[config.mk]
export PLATFORM = sky130hd
export DESIGN_NAME = sample_clock_gen
export DESIGN_NICKNAME = d
export VERILOG_FILES = /design/src/inc/cg3_pkg.sv /design/src/hw/sample_clock_gen.sv
export SDC_FILE = /design/constraint.sdc
export NUM_CORES = 1
export LEC_CHECK = 0
export ABC_AREA = 1
export ABC_CLOCK_PERIOD_IN_PS = 10300
export BUFFER_PORTS_ARGS = -buffer_cell sky130_fd_sc_hd__buf_2
export CORE_ASPECT_RATIO = 1.25
export CORE_MARGIN = 5
export CORE_UTILIZATION = 30
export DETAILED_ROUTE_END_ITERATION = 8
export HOLD_SLACK_MARGIN = 0.08
export SLEW_MARGIN = 10
export SYNTH_ARGS = -nofsm -noshare
export SYNTH_HDL_FRONTEND = slang
export SYNTH_SLANG_ARGS = --single-unit
[constraint.sdc]
create_clock -name clk_in -period 10.3 [get_ports clk_in]
set_input_delay 0.515 -clock clk_in [delete_from_list [all_inputs] [get_ports clk_in]]
set_output_delay 0.515 -clock clk_in [all_outputs]
set_load 0.01 [all_outputs]
[src/inc/cg3_pkg.sv]
/*
  Constants, field layouts and the control write carrier for the
  third sample-clock generator. Assumes a 16-bit control word path.
*/
`default_nettype none
package cg3_pkg;
  // ---------------------------------------------------------------
  // Register addresses and masks
  // ---------------------------------------------------------------
  localparam logic [4:0]  ADDR_RATE_MOD  = 5'h16;
  localparam logic [4:0]  ADDR_RATE_HZ   = 5'h17;
  localparam logic [4:0]  ADDR_PHASE     = 5'h18;
  localparam logic [15:0] RST_RATE_MOD   = 16'h00ff;
  localparam logic [15:0] RST_RATE_HZ    = 16'hbb80;
  localparam logic [8:0]  RST_PHASE      = 9'h000;
  localparam logic [15:0] MASK_RATE_MOD  = 16'hc0ff;
  localparam int          BIT_REF        = 15;
  localparam int          BIT_VID        = 14;
  localparam int          BIT_STD        = 7;
  localparam int          BIT_DIR        = 8;
  // ---------------------------------------------------------------
  // Base rates in hertz for video lock
  // ---------------------------------------------------------------
  localparam logic [15:0] HZ_48000       = 16'hbb80;
  localparam logic [15:0] HZ_32000       = 16'h7d00;
  localparam logic [15:0] HZ_44100       = 16'hac44;
  localparam logic [15:0] HZ_29400       = 16'h72d8;
  localparam logic [15:0] HZ_47952       = 16'hbb50;
  localparam logic [15:0] HZ_44056       = 16'hac18;
  // ---------------------------------------------------------------
  // Crystal and phase timing
  // ---------------------------------------------------------------
  localparam int          XTAL_HZ_INT    = 24576000;
  localparam int          PHASE_HZ_INT   = 3072000;
  localparam int          PHASE_DIV_INT  = XTAL_HZ_INT / PHASE_HZ_INT;
  localparam logic [2:0]  PHASE_LAST     = 3'(PHASE_DIV_INT - 1);
  localparam logic [25:0] XTAL_HZ        = 26'(XTAL_HZ_INT);
  localparam logic [25:0] PH_STEP        = 26'(XTAL_HZ_INT / 3000);
  localparam logic [25:0] ACC_ZERO       = 26'h0000000;
  localparam logic [2:0]  CNT_ZERO       = 3'h0;
  localparam logic [2:0]  CNT_ONE        = 3'h1;
  localparam logic [7:0]  MAG_ZERO       = 8'h00;
  localparam logic [7:0]  MAG_ONE        = 8'h01;
  localparam logic [15:0] WORD_ZERO      = 16'h0000;

  typedef struct packed {
    logic        wr;
    logic [4:0]  addr;
    logic [15:0] data;
  } ctrl_wr_t;
endpackage
`default_nettype wire

[src/hw/sample_clock_gen.sv]
/*
  Rate, video-lock selection and phase control of the third
  sample-clock generator, with control register write, read and
  write-echo handling. Assumes the serial framing logic outside
  delivers decoded writes, slot strobes and one crystal tick per
  crystal period, all synchronous to clk_in.
*/
`timescale 1ns/1ns
`default_nettype none
module sample_clock_gen #(
  parameter int ACC_W = 26
) (
  // Clock, reset and freeze
  input  wire logic              clk_in,
  input  wire logic              rst_in,
  input  wire logic              ce_in,
  // Device pins and enables
  input  wire logic              reset_pin_n_in,
  input  wire logic              power_down_pin_n_in,
  input  wire logic              generator_enable_in,
  input  wire logic              crystal_clock_input_in,
  // Frame timing
  input  wire logic              bus_master_in,
  input  wire logic              slot0_start_in,
  input  wire logic              time_slot_input_pulse_in,
  input  wire logic              slot1_in,
  // Control access
  input  wire cg3_pkg::ctrl_wr_t ctrl_in,
  input  wire logic [4:0]        rd_addr_in,
  output logic [15:0]            rd_data_out,
  output logic [15:0]            echo_data_out,
  output logic                   echo_valid_out,
  // Generator outputs
  output logic                   conv_pulse_out,
  output logic                   lock_mode_out
);
  import cg3_pkg::*;
  if (ACC_W != 26) begin : g_bad_width
    $error("ACC_W must be 26");
  end

  // ---------------------------------------------------------------
  // Helpers
  // ---------------------------------------------------------------
  function automatic logic [15:0] base_hz(
    input logic       pal,
    input logic [2:0] code
  );
    logic [15:0] hz;
    hz = HZ_48000;
    unique case (code)
      3'h1: hz = HZ_32000;
      3'h2: hz = HZ_44100;
      3'h3: hz = HZ_29400;
      3'h4: hz = pal ? HZ_48000 : HZ_47952;
      3'h5: hz = pal ? HZ_48000 : HZ_44056;
      default: hz = HZ_48000;
    endcase
    return hz;
  endfunction

  function automatic logic [15:0] reg_value(
    input logic [4:0]  addr,
    input logic [15:0] mod,
    input logic [15:0] rate,
    input logic [8:0]  phase
  );
    logic [15:0] v;
    v = WORD_ZERO;
    if (addr == ADDR_RATE_MOD) begin
      v = mod;
    end else if (addr == ADDR_RATE_HZ) begin
      v = rate;
    end else if (addr == ADDR_PHASE) begin
      v = {7'h00, phase};
    end
    return v;
  endfunction

  // ---------------------------------------------------------------
  // State
  // ---------------------------------------------------------------
  logic [15:0] rate_mod_ff;
  logic [15:0] rate_hz_ff;
  logic [8:0]  phase_ff;
  logic [8:0]  phase_snap_ff;
  logic [25:0] acc_ff;
  logic [2:0]  pre_ff;
  logic [2:0]  div_cnt_ff;
  logic [15:0] echo_hold_ff;
  logic        echo_pend_ff;
  logic [15:0] rd_data_ff;
  logic [15:0] echo_data_ff;
  logic        echo_valid_ff;
  logic        conv_ff;
  logic        lock_ff;

  // ---------------------------------------------------------------
  // Decode
  // ---------------------------------------------------------------
  wire logic hold_all = rst_in | ~reset_pin_n_in | ~power_down_pin_n_in;
  wire logic hold_ph  = hold_all | ~generator_enable_in;
  wire logic wr_mod   = ctrl_in.wr & (ctrl_in.addr == ADDR_RATE_MOD);
  wire logic wr_rate  = ctrl_in.wr & (ctrl_in.addr == ADDR_RATE_HZ);
  wire logic wr_ph    = ctrl_in.wr & (ctrl_in.addr == ADDR_PHASE);
  wire logic any_wr   = ctrl_in.wr;
  // Slot 0 start when master, time-slot pulse when slave.
  wire logic frame_mark = bus_master_in ? slot0_start_in
                                        : time_slot_input_pulse_in;

  wire logic video = rate_mod_ff[BIT_REF] & rate_mod_ff[BIT_VID];
  wire logic pal_std = rate_mod_ff[BIT_STD];
  wire logic [2:0] base_rate_code = rate_mod_ff[6:4];
  // Divisor codes above 0111 are undefined; the top bit is ignored.
  wire logic [2:0] divisor_code = rate_mod_ff[2:0];
  wire logic [7:0] phase_magnitude = phase_ff[7:0];
  wire logic phase_direction = phase_ff[BIT_DIR];

  // base rate feeds the accumulator in video mode
  wire logic [15:0] step_hz = video ? base_hz(pal_std, base_rate_code)
                                    : rate_hz_ff;

  // one unit per eighth crystal tick
  wire logic ph_tick = crystal_clock_input_in & (pre_ff == PHASE_LAST);
  wire logic ph_apply = ph_tick & (phase_magnitude != MAG_ZERO);

  // ---------------------------------------------------------------
  // Rate accumulator
  // ---------------------------------------------------------------
  // One step of the accumulator per crystal tick; a wrap past the
  // crystal rate makes a base pulse, so step_hz is exact in hertz.
  wire logic [25:0] acc_add = acc_ff + {10'h000, step_hz};
  // advance adds, retard subtracts one phase unit
  wire logic [25:0] acc_adv = acc_add + PH_STEP;
  wire logic        ret_ok  = acc_add >= PH_STEP;
  wire logic [25:0] acc_ret = ret_ok ? acc_add - PH_STEP : ACC_ZERO;
  wire logic [25:0] acc_sum = !ph_apply ? acc_add
                            : phase_direction ? acc_ret : acc_adv;
  wire logic        wrap    = acc_sum >= XTAL_HZ;
  wire logic [25:0] nxt_acc = wrap ? acc_sum - XTAL_HZ : acc_sum;
  wire logic        base_pulse = crystal_clock_input_in & wrap;

  wire logic div_hit  = div_cnt_ff == divisor_code;
  wire logic conv_now = base_pulse & (!video | div_hit);
  wire logic [2:0] nxt_div_cnt = !base_pulse ? div_cnt_ff
                               : (!video | div_hit) ? CNT_ZERO
                               : div_cnt_ff + CNT_ONE;

  // ---------------------------------------------------------------
  // Register next values
  // ---------------------------------------------------------------
  wire logic [15:0] nxt_rate_mod = wr_mod ? (ctrl_in.data & MASK_RATE_MOD)
                                          : rate_mod_ff;
  wire logic [15:0] nxt_rate_hz  = wr_rate ? ctrl_in.data : rate_hz_ff;
  // a write replaces whatever is left
  wire logic [8:0]  nxt_phase = wr_ph ? ctrl_in.data[8:0]
                              : ph_apply ? {phase_direction,
                                            phase_magnitude - MAG_ONE}
                              : phase_ff;
  wire logic [15:0] prior = reg_value(ctrl_in.addr, rate_mod_ff,
                                      rate_hz_ff, phase_ff);
  // reads of the phase register show the frame snapshot
  wire logic [15:0] nxt_rd_data = reg_value(rd_addr_in, rate_mod_ff,
                                            rate_hz_ff, phase_snap_ff);
  wire logic launch = frame_mark & echo_pend_ff;
  wire logic nxt_echo_valid = launch | (echo_valid_ff & ~slot1_in);

  // ---------------------------------------------------------------
  // Control registers
  // ---------------------------------------------------------------
  // modifier held at reset value
  // hertz field held at reset value
  always_ff @(posedge clk_in) begin
    if (hold_all) begin
      rate_mod_ff <= RST_RATE_MOD;
      rate_hz_ff  <= RST_RATE_HZ;
    end else if (ce_in) begin
      rate_mod_ff <= nxt_rate_mod;
      rate_hz_ff  <= nxt_rate_hz;
    end
  end

  // phase cleared while held or disabled
  always_ff @(posedge clk_in) begin
    if (hold_ph) begin
      phase_ff      <= RST_PHASE;
      phase_snap_ff <= RST_PHASE;
    end else if (ce_in) begin
      phase_ff <= nxt_phase;
      if (frame_mark) begin
        phase_snap_ff <= phase_ff;
      end
    end
  end

  // ---------------------------------------------------------------
  // Generator core
  // ---------------------------------------------------------------
  always_ff @(posedge clk_in) begin
    if (hold_all) begin
      acc_ff     <= ACC_ZERO;
      pre_ff     <= CNT_ZERO;
      div_cnt_ff <= CNT_ZERO;
      conv_ff    <= 1'b0;
      lock_ff    <= 1'b0;
    end else if (ce_in) begin
      if (crystal_clock_input_in) begin
        acc_ff <= nxt_acc;
        pre_ff <= pre_ff + CNT_ONE;
      end
      div_cnt_ff <= nxt_div_cnt;
      conv_ff    <= conv_now;
      lock_ff    <= video;
    end
  end

  // ---------------------------------------------------------------
  // Read port and write echo
  // ---------------------------------------------------------------
  // echo prior contents next frame
  // A new write while an echo waits replaces it; the host is
  // expected to issue at most one write per frame.
  always_ff @(posedge clk_in) begin
    if (hold_all) begin
      echo_hold_ff  <= WORD_ZERO;
      echo_pend_ff  <= 1'b0;
      echo_data_ff  <= WORD_ZERO;
      echo_valid_ff <= 1'b0;
      rd_data_ff    <= WORD_ZERO;
    end else if (ce_in) begin
      rd_data_ff    <= nxt_rd_data;
      echo_valid_ff <= nxt_echo_valid;
      if (launch) begin
        echo_data_ff <= echo_hold_ff;
      end
      if (any_wr) begin
        echo_hold_ff <= prior;
      end
      echo_pend_ff <= any_wr | (echo_pend_ff & ~frame_mark);
    end
  end

  assign rd_data_out    = rd_data_ff;
  assign echo_data_out  = echo_data_ff;
  assign echo_valid_out = echo_valid_ff;
  assign conv_pulse_out = conv_ff;
  assign lock_mode_out  = lock_ff;

  // ---------------------------------------------------------------
  // Assertions
  // ---------------------------------------------------------------
  property p_mod_hold;
    @(posedge clk_in) disable iff (rst_in)
      hold_all |=> rate_mod_ff == RST_RATE_MOD;
  endproperty
  a_mod_hold: assert property (p_mod_hold) else $error("modifier not held");
  property p_rate_hold;
    @(posedge clk_in) disable iff (rst_in)
      hold_all |=> rate_hz_ff == RST_RATE_HZ;
  endproperty
  a_rate_hold: assert property (p_rate_hold) else $error("hertz field not held");
  property p_phase_clear;
    @(posedge clk_in) disable iff (rst_in)
      hold_ph |=> phase_ff == RST_PHASE;
  endproperty
  a_phase_clear: assert property (p_phase_clear) else $error("phase not cleared");
  property p_drain;
    @(posedge clk_in) disable iff (rst_in)
      ce_in && ph_apply && !wr_ph && !hold_ph
      |=> phase_magnitude == $past(phase_magnitude) - MAG_ONE;
  endproperty
  a_drain: assert property (p_drain) else $error("magnitude did not drop by one");
  property p_phase_wr;
    @(posedge clk_in) disable iff (rst_in)
      ce_in && wr_ph && !hold_ph
      |=> phase_ff == $past(ctrl_in.data[8:0]);
  endproperty
  a_phase_wr: assert property (p_phase_wr) else $error("phase write not taken");
  property p_echo;
    @(posedge clk_in) disable iff (rst_in)
      ce_in && launch && !hold_all
      |=> echo_valid_out && echo_data_out == $past(echo_hold_ff);
  endproperty
  a_echo: assert property (p_echo) else $error("prior contents not echoed");
  property p_snap;
    @(posedge clk_in) disable iff (rst_in)
      ce_in && frame_mark && !hold_ph
      ##1 ce_in && !hold_all && rd_addr_in == ADDR_PHASE
      |=> rd_data_out == {7'h00, $past(phase_ff, 2)};
  endproperty
  a_snap: assert property (p_snap) else $error("phase read is not the snapshot");
  property p_lock;
    @(posedge clk_in) disable iff (rst_in)
      ce_in && !hold_all |=> lock_mode_out == $past(video);
  endproperty
  a_lock: assert property (p_lock) else $error("lock mode does not follow enables");
  property p_div;
    @(posedge clk_in) disable iff (rst_in)
      ce_in && !hold_all && video && base_pulse && !div_hit
      |=> !conv_pulse_out;
  endproperty
  a_div: assert property (p_div) else $error("conversion pulse before divisor count");

  c_video: cover property (@(posedge clk_in) video && conv_ff);
  c_drain: cover property (@(posedge clk_in) ph_apply && phase_direction);
  c_echo:  cover property (@(posedge clk_in) echo_valid_ff && slot1_in);
endmodule
`default_nettype wire

==> impl_metrics.csv, run 1 <==
group,metric,value,unit
sta,setup_violations,0,
placed_design,dpl-instance-area,0.00902,sq mm
floorplan,fp.dieW,159,um
clock_tree,numCtsBuffers,17,
synth,synth_warnings,0,
setup_path,r2r_cells,33,
floorplan,core,0.0275,sq mm
power,power.leakage,0.00428,uW
power,swShare,26.7,%
global_routing,grt_first_pass_wirelength,44000,um
setup_path,max_stage_delay,400,ps
final_layout,design_area,0.00956,sq mm
detailed_routing,dr.pass1.iters,5,
power,p_clk_share,49.8,%
min_path,hold-path-cell-count,3,
setup_path,r2r_setup_slack,5290,ps
final_layout,area_delta_synth_final,14.8,%
clock_tree,tritoncts,"yes",
sta,rsz0062_at_grt,"no",
final_layout,drive_above_1_share,13.0,%
sta,maxClockFrequency,200,MHz
sta,finalSetupTns,0,ps
global_routing,antenna_found_initial,0,
final_layout,fill_cells,3005,
detailed_routing,drt-total-wl,27800,um
setup_path,worstPathMaxFanout,18,
final_layout,register_area,0.00256,sq mm
power,pwr-share-seq,44.2,%
detailed_routing,drcViolationCount,0,
floorplan,die_area,0.0312,sq mm
min_path,hold_class,"primary input to register",
sta,setup_ws,5290,ps
setup_path,cp-start-kind,"register",
floorplan,initial_core_util,30.3,%
sta,final_hold_viol_count,0,
setup_path,worstPathArrival,5330,ps
sta,finalMaxSlewViolations,0,
min_path,min_from,"ctrl_in[13]",
synth,synth.avg_cell_area,6.33,sq um
power,combPwrFrac,6.0,%
setup_path,timing.rr.end,"acc_ff[22]",
synth,ys_types,48,
sta,maxSlewHeadroom,37.2,%
sta,fin_crit_sh,48.6,%
global_routing,grt_max_degree,48,
flow_run,maxCapViolCount,0,
clock_tree,clk_pin_slew,60,ps
detailed_routing,num_vias,8616,
power,power,1130,uW
final_layout,num_antenna_cells,0,
synth,async_flop_share,0,%
min_path,whs_endpoint,"rate_hz_ff[13]",
setup_path,crit_path_end_kind,"register",
synth,ys_ff_latch,128,
placed_design,dpl_worst_slack,5340,ps
power,p_int,830,uW
setup_path,crit_type,"register to register",
setup_path,cpMostUsedCell,"nand2_1",
synth,synth_ff_type,"dfxtp_1",
clock_tree,clock_path_buffers,2,
sta,period_minus_slack,5010,ps
floorplan,pin_count,73,
power,power.switching,302,uW
floorplan,die_h,196,um
placed_design,dp_hpwl,21500,um
setup_path,crit-reg2reg-launch,"rate_mod_ff[14]",
synth,syn-num-nets,1379,
power,p_per_area,118,mW/mm^2
clock_tree,holdBufCountCts,0,
clock_tree,clk_latency,440,ps
setup_path,crit_slowest_cell,"fa_1",
detailed_routing,drtAntennaViolNets,0,
final_layout,fin_nets,1435,
floorplan,num_rows,68,
run_status,status,"finished, final reports clean",
power,max-vdd-ir-drop,85.3,uV
synth,synth_edf_count,0,
clock_tree,cts_setup_buffers,0,
synth,syn_area,0.00832,sq mm
synth,synth_seq_area_share,30.8,%
detailed_routing,via_per_inst,4.97,
clock_tree,root_buffer,"clkbuf_16",
clock_tree,cts_sinks,128,
global_routing,track_usage,17.5,%
detailed_routing,drt_iter0_markers,567,
final_layout,final_common_cell,"nand2_1",
synth,syn_inst,1314,
clock_tree,cts-resized-gates,0,
placed_design,port_buffers,72,
detailed_routing,wire_per_inst,16.0,um
sta,whs,304,ps
final_layout,layout_common_cells,"nand2_1 (391), inv_1 (156), dfxtp_1 (128), nor2_1 (101), a21oi_1 (101)",
setup_path,required,10630,ps
global_routing,overflow,0,
sta,fin_skew,15.2,ps
placed_design,routabilityCongestion,0.940,
global_routing,grt_pass1_vias,8285,
sta,tightest_slew,941,ps
clock_tree,cts.htree.levels,4,
final_layout,multi_input_area,0.00495,sq mm
-- cells in the mapped netlist, types with 6 or more instances --
cell type | n | share of area, %
o22ai_1 | 7 | 0.53
nand4_1 | 19 | 1.4
nor2_2 | 13 | 0.98
nor2_1 | 103 | 4.6
clkinv_1 | 6 | 0.27
inv_2 | 9 | 0.41
nor3_1 | 9 | 0.54
dfxtp_1 | 128 | 31
o211ai_1 | 21 | 1.9
o21ai_0 | 56 | 3.4
inv_1 | 156 | 7.0
nand3_1 | 96 | 5.8
a211oi_1 | 20 | 1.8
a31oi_1 | 12 | 0.90
nand2_2 | 25 | 1.9
clkbuf_1 | 42 | 1.9
a21oi_1 | 101 | 6.1
xnor2_1 | 7 | 0.74
xor2_1 | 20 | 2.1
ha_1 | 26 | 3.9
nand2_1 | 391 | 18
-- logic make-up (layout without fill, tap and decap cells) --
| family | Yosys count | after routing | synth area share, % |
|---|---|---|---|
| xor gates and xnor gates | 27 | 27 | 2.84 |
| adders and majority gates | 27 | 27 | 4.15 |
| muxes | 1 | 1 | 0.135 |
| and+or+nand+nor | 681 | 681 | 35.7 |
| DFF | 128 | 128 | 30.8 |
| AOI/OAI and AO/OA | 235 | 235 | 16.5 |
| buffers and inverters | 215 | 284 | 9.83 |
-- per-layer routing --
metal	vias to the layer above	part of all wire, %	track usage (%)
met5	-	0	0
met4	0	3.6	7.11
met3	64	4.8	2.61
met2	248	51	32.4
met1	3915	41	20.1
li1	4389	-	-
-- worst max-delay path: cells and delay by family (launching register included) --
kind                     cells  cell delay (ps)
AND/OR/NAND/NOR             25             2980
adder cells (fa/ha/maj)      3              890
flip-flops                   1              310
buffers and inverters        5              700
-- power groups by stage --
stage                     Clock, uW  Combinational (uW)  Sequential [uW]
after floorplan                   0                42.6              510
final                           563                68.1              500
after global routing            590                75.6              500
after detailed placement          0                68.0              511
after global placement            0                68.0              511
after CTS                       566                68.1              500
-- state kept, by name, indices dropped and copies added, names as in the netlist --
name / flops
conv_pulse_out: 1
div_cnt_ff: 3
rate_hz_ff: 16
echo_hold_ff: 16
pre_ff: 3
phase_ff: 9
lock_mode_out: 1
rate_mod_ff: 10
rd_data_out: 16
acc_ff: 26
echo_valid_out: 1
phase_snap_ff: 9
echo_data_out: 16
echo_pend_ff: 1
-- layout make-up --
type | instances | share of cell area, %
repair buffers | 81 | 4.48
clock buffers | 19 | 4.53
multi-input cells | 971 | 51.8
flip-flops and latches | 128 | 26.8
well taps | 350 | 4.58
inverters | 171 | 6.72
clock inverters | 13 | 1.13
-- worst max-delay path by stage --
stage	startpoint	endpoint	slack, ps	depth (start not counted)
after floorplan	rate_mod_ff[4]	acc_ff[23]	6210	34
after detailed placement	rate_mod_ff[14]	acc_ff[22]	5340	33
after global routing	rate_mod_ff[14]	acc_ff[18]	4760	33
final	rate_mod_ff[14]	acc_ff[22]	5290	33
after global placement	rate_mod_ff[14]	acc_ff[22]	5410	33
after CTS	rate_mod_ff[14]	acc_ff[22]	5300	33
-- metrics by stage --
stage,utilization [%],instances
3_5_place_dp,32.8,1701
6_report,34.8,1733
3_3_place_gp,32.8,1701
5_1_grt,34.8,1733
2_1_floorplan,-,1314
4_1_cts,34.8,1733
Power figures use the tool's default switching activity.
==> run 2: changes to the inputs <==
ABC_CLOCK_PERIOD_IN_PS = 4970   (was 10300)
clock period = 4.97 ns   (was 10.3 ns; I/O delays follow)
==> run 2 against run 1 <==
  * Utilization is 0.90 points higher
  * Die area stayed put
  * Cell area is 2.6% higher
  * Sequential power is 110% higher
  * First-iteration DRC count is 5.1% lower
  * Flip-flop and latch count stayed put
  * Cell count is 0.98% higher
  * Worst hold slack worse by 220 ps
  * Critical path type unchanged
  * Highest routed layer unchanged
==> impl_metrics.csv, run 2 (same netlist as run 1, synthesis figures left out) <==
group,metric,value,unit
run_status,status,"finished, final reports clean",
clock_tree,root_buffer,"clkbuf_16",
clock_tree,tritoncts,"yes",
sta,rsz0062_at_grt,"no",
detailed_routing,routed-wl-met3,1080,um
sta,finalMaxSlewViolations,0,
flow_run,maxCapViolCount,0,
detailed_routing,met1Wirelength,11500,um
setup_path,cp-start-kind,"register",
final_layout,final_common_cell,"nand2_1",
setup_path,crit_slowest_cell,"ha_1",
final_layout,top_register,"acc_ff",
global_routing,grt_first_pass_wirelength,44400,um
setup_path,worstPathArrival,4890,ps
sta,final_hold_viol_count,0,
detailed_routing,drcViolationCount,0,
clock_tree,clock_path_buffers,2,
floorplan,pin_count,73,
setup_path,crit_path_end_kind,"register",
setup_path,crit_type,"register to register",
sta,maxClockFrequency,219,MHz
detailed_routing,wire_per_inst,15.9,um
clock_tree,clk_pin_slew,70,ps
detailed_routing,top_layer_used,"met4",
power,max-vdd-ir-drop,245,uV
clock_tree,cts.htree.levels,4,
min_path,hold_class,"primary input to register",
final_layout,drive_above_1_share,14.7,%
sta,fin_skew,9.69,ps
floorplan,die_area,0.0312,sq mm
final_layout,fin_nets,1452,
sta,period_minus_slack,4560,ps
placed_design,dp_hpwl,21700,um
detailed_routing,met2_length,13700,um
sta,setup_violations,0,
final_layout,layout_common_cells,"nand2_1 (389), inv_1 (155), dfxtp_1 (127), nor2_1 (99), a21oi_1 (99)",
final_layout,fill_cells,3003,
global_routing,overflow,0,
detailed_routing,drt-total-wl,27800,um
power,p_per_area,250,mW/mm^2
sta,fin_crit_sh,91.8,%
sta,tightest_slew,954,ps
global_routing,grt_pass1_vias,8520,
final_layout,area_delta_synth_final,17.8,%
setup_path,worstPathMaxFanout,15,
placed_design,routabilityCongestion,0.883,
floorplan,initial_core_util,30.3,%
floorplan,num_rows,68,
setup_path,max_stage_delay,350,ps
floorplan,die_h,196,um
placed_design,port_buffers,72,
final_layout,num_antenna_cells,0,
floorplan,fp.dieW,159,um
clock_tree,clk_latency,430,ps
power,power.leakage,0.00440,uW
global_routing,antenna_found_initial,0,
detailed_routing,dr.pass1.iters,5,
setup_path,required,5300,ps
final_layout,largest_reg_flops,26,
floorplan,core,0.0275,sq mm
power,power,2450,uW
detailed_routing,drtAntennaViolNets,0,
sta,maxSlewHeadroom,36.3,%
detailed_routing,num_vias,8686,
setup_path,cpMostUsedCell,"nand2_1",
global_routing,track_usage,17.6,%
clock_tree,cts_sinks,128,
detailed_routing,via_per_inst,4.96,
sta,finalSetupTns,0,ps
detailed_routing,drt_iter0_markers,538,
global_routing,grt_max_degree,38,
clock_tree,numCtsBuffers,17,
-- run 2: changes by cell type in the layout (fill, tap and decap cells not counted), moves of 2 or more --
| cell | change |
|---|---|
| buf_4 | +13 |
| clkbuf_1 | -2 |
| dlygate4sd3_1 | +4 |
| a21oi_1 | -2 |
| nand2_1 | -2 |
| inv_6 | +2 |
| clkinv_2 | -2 |
| nor2_4 | +3 |
| nor2_1 | -2 |
| a21oi_2 | +2 |
| inv_8 | +2 |
-- run 2: worst paths after layout --
path,start,endpoint,slack (ps),cells past startpoint
max,rate_mod_ff[14],div_cnt_ff[1],410,31
min,slot1_in,echo_valid_out,80,4
max reg2reg,rate_mod_ff[14],div_cnt_ff[1],410,31
min reg2reg,echo_data_out[8],echo_data_out[8],460,2
-- run 2: what timing repair did --
item | in CTS | in global routing
resized for setup | 0 | 15
buffers inserted | 0 | 6
hold buffers | 4 | 0
endpoints found under the hold margin | 4 | 0
endpoints found under the setup margin | 0 | 14
-- run 2: area by class of cell --
type                    instances  area [sq um]  area share (%)
repair buffers                 98           566            5.77
flip-flops and latches        128          2560            26.1
clock buffers                  17           425            4.34
clock inverters                15           168            1.71
inverters                     171           649            6.62
well taps                     350           438            4.47
multi-input cells             971          5000            51.0
-- run 2: critical path, delay by kind of cell (launching register included) --
kind                     cells  cell delay [ps]
AND/OR/NAND/NOR             21             2220
adder cells (fa/ha/maj)      3              760
buffers and inverters        4              650
AO/OA/AOI/OAI                3              500
flip-flops                   1              310
-- run 2: power breakdown --
part | switching (uW) | internal, uW
clock network | 552 | 714
logic | 102 | 43.9
registers | 4.87 | 1030
total | 659 | 1790
-- run 2: per-stage QoR --
step,cells,setup WS (ps),hold slack [ps],util [%],cell area (sq um)
after floorplan,1314,884,379,-,8320
after global placement,1708,296,449,33.0,9070
after detailed placement,1708,235,450,33.0,9070
after CTS,1744,220,82.1,35.3,9700
after global routing,1750,8.65,97.5,35.7,9810
final,1750,408,82.3,35.7,9810
-- run 2: per-layer routing --
metal / GRT usage, % / up-vias
li1: - / 4413
met1: 20.4 / 4000
met2: 31.2 / 200
met3: 2.63 / 73
met4: 9.13 / 0
met5: 0 / -
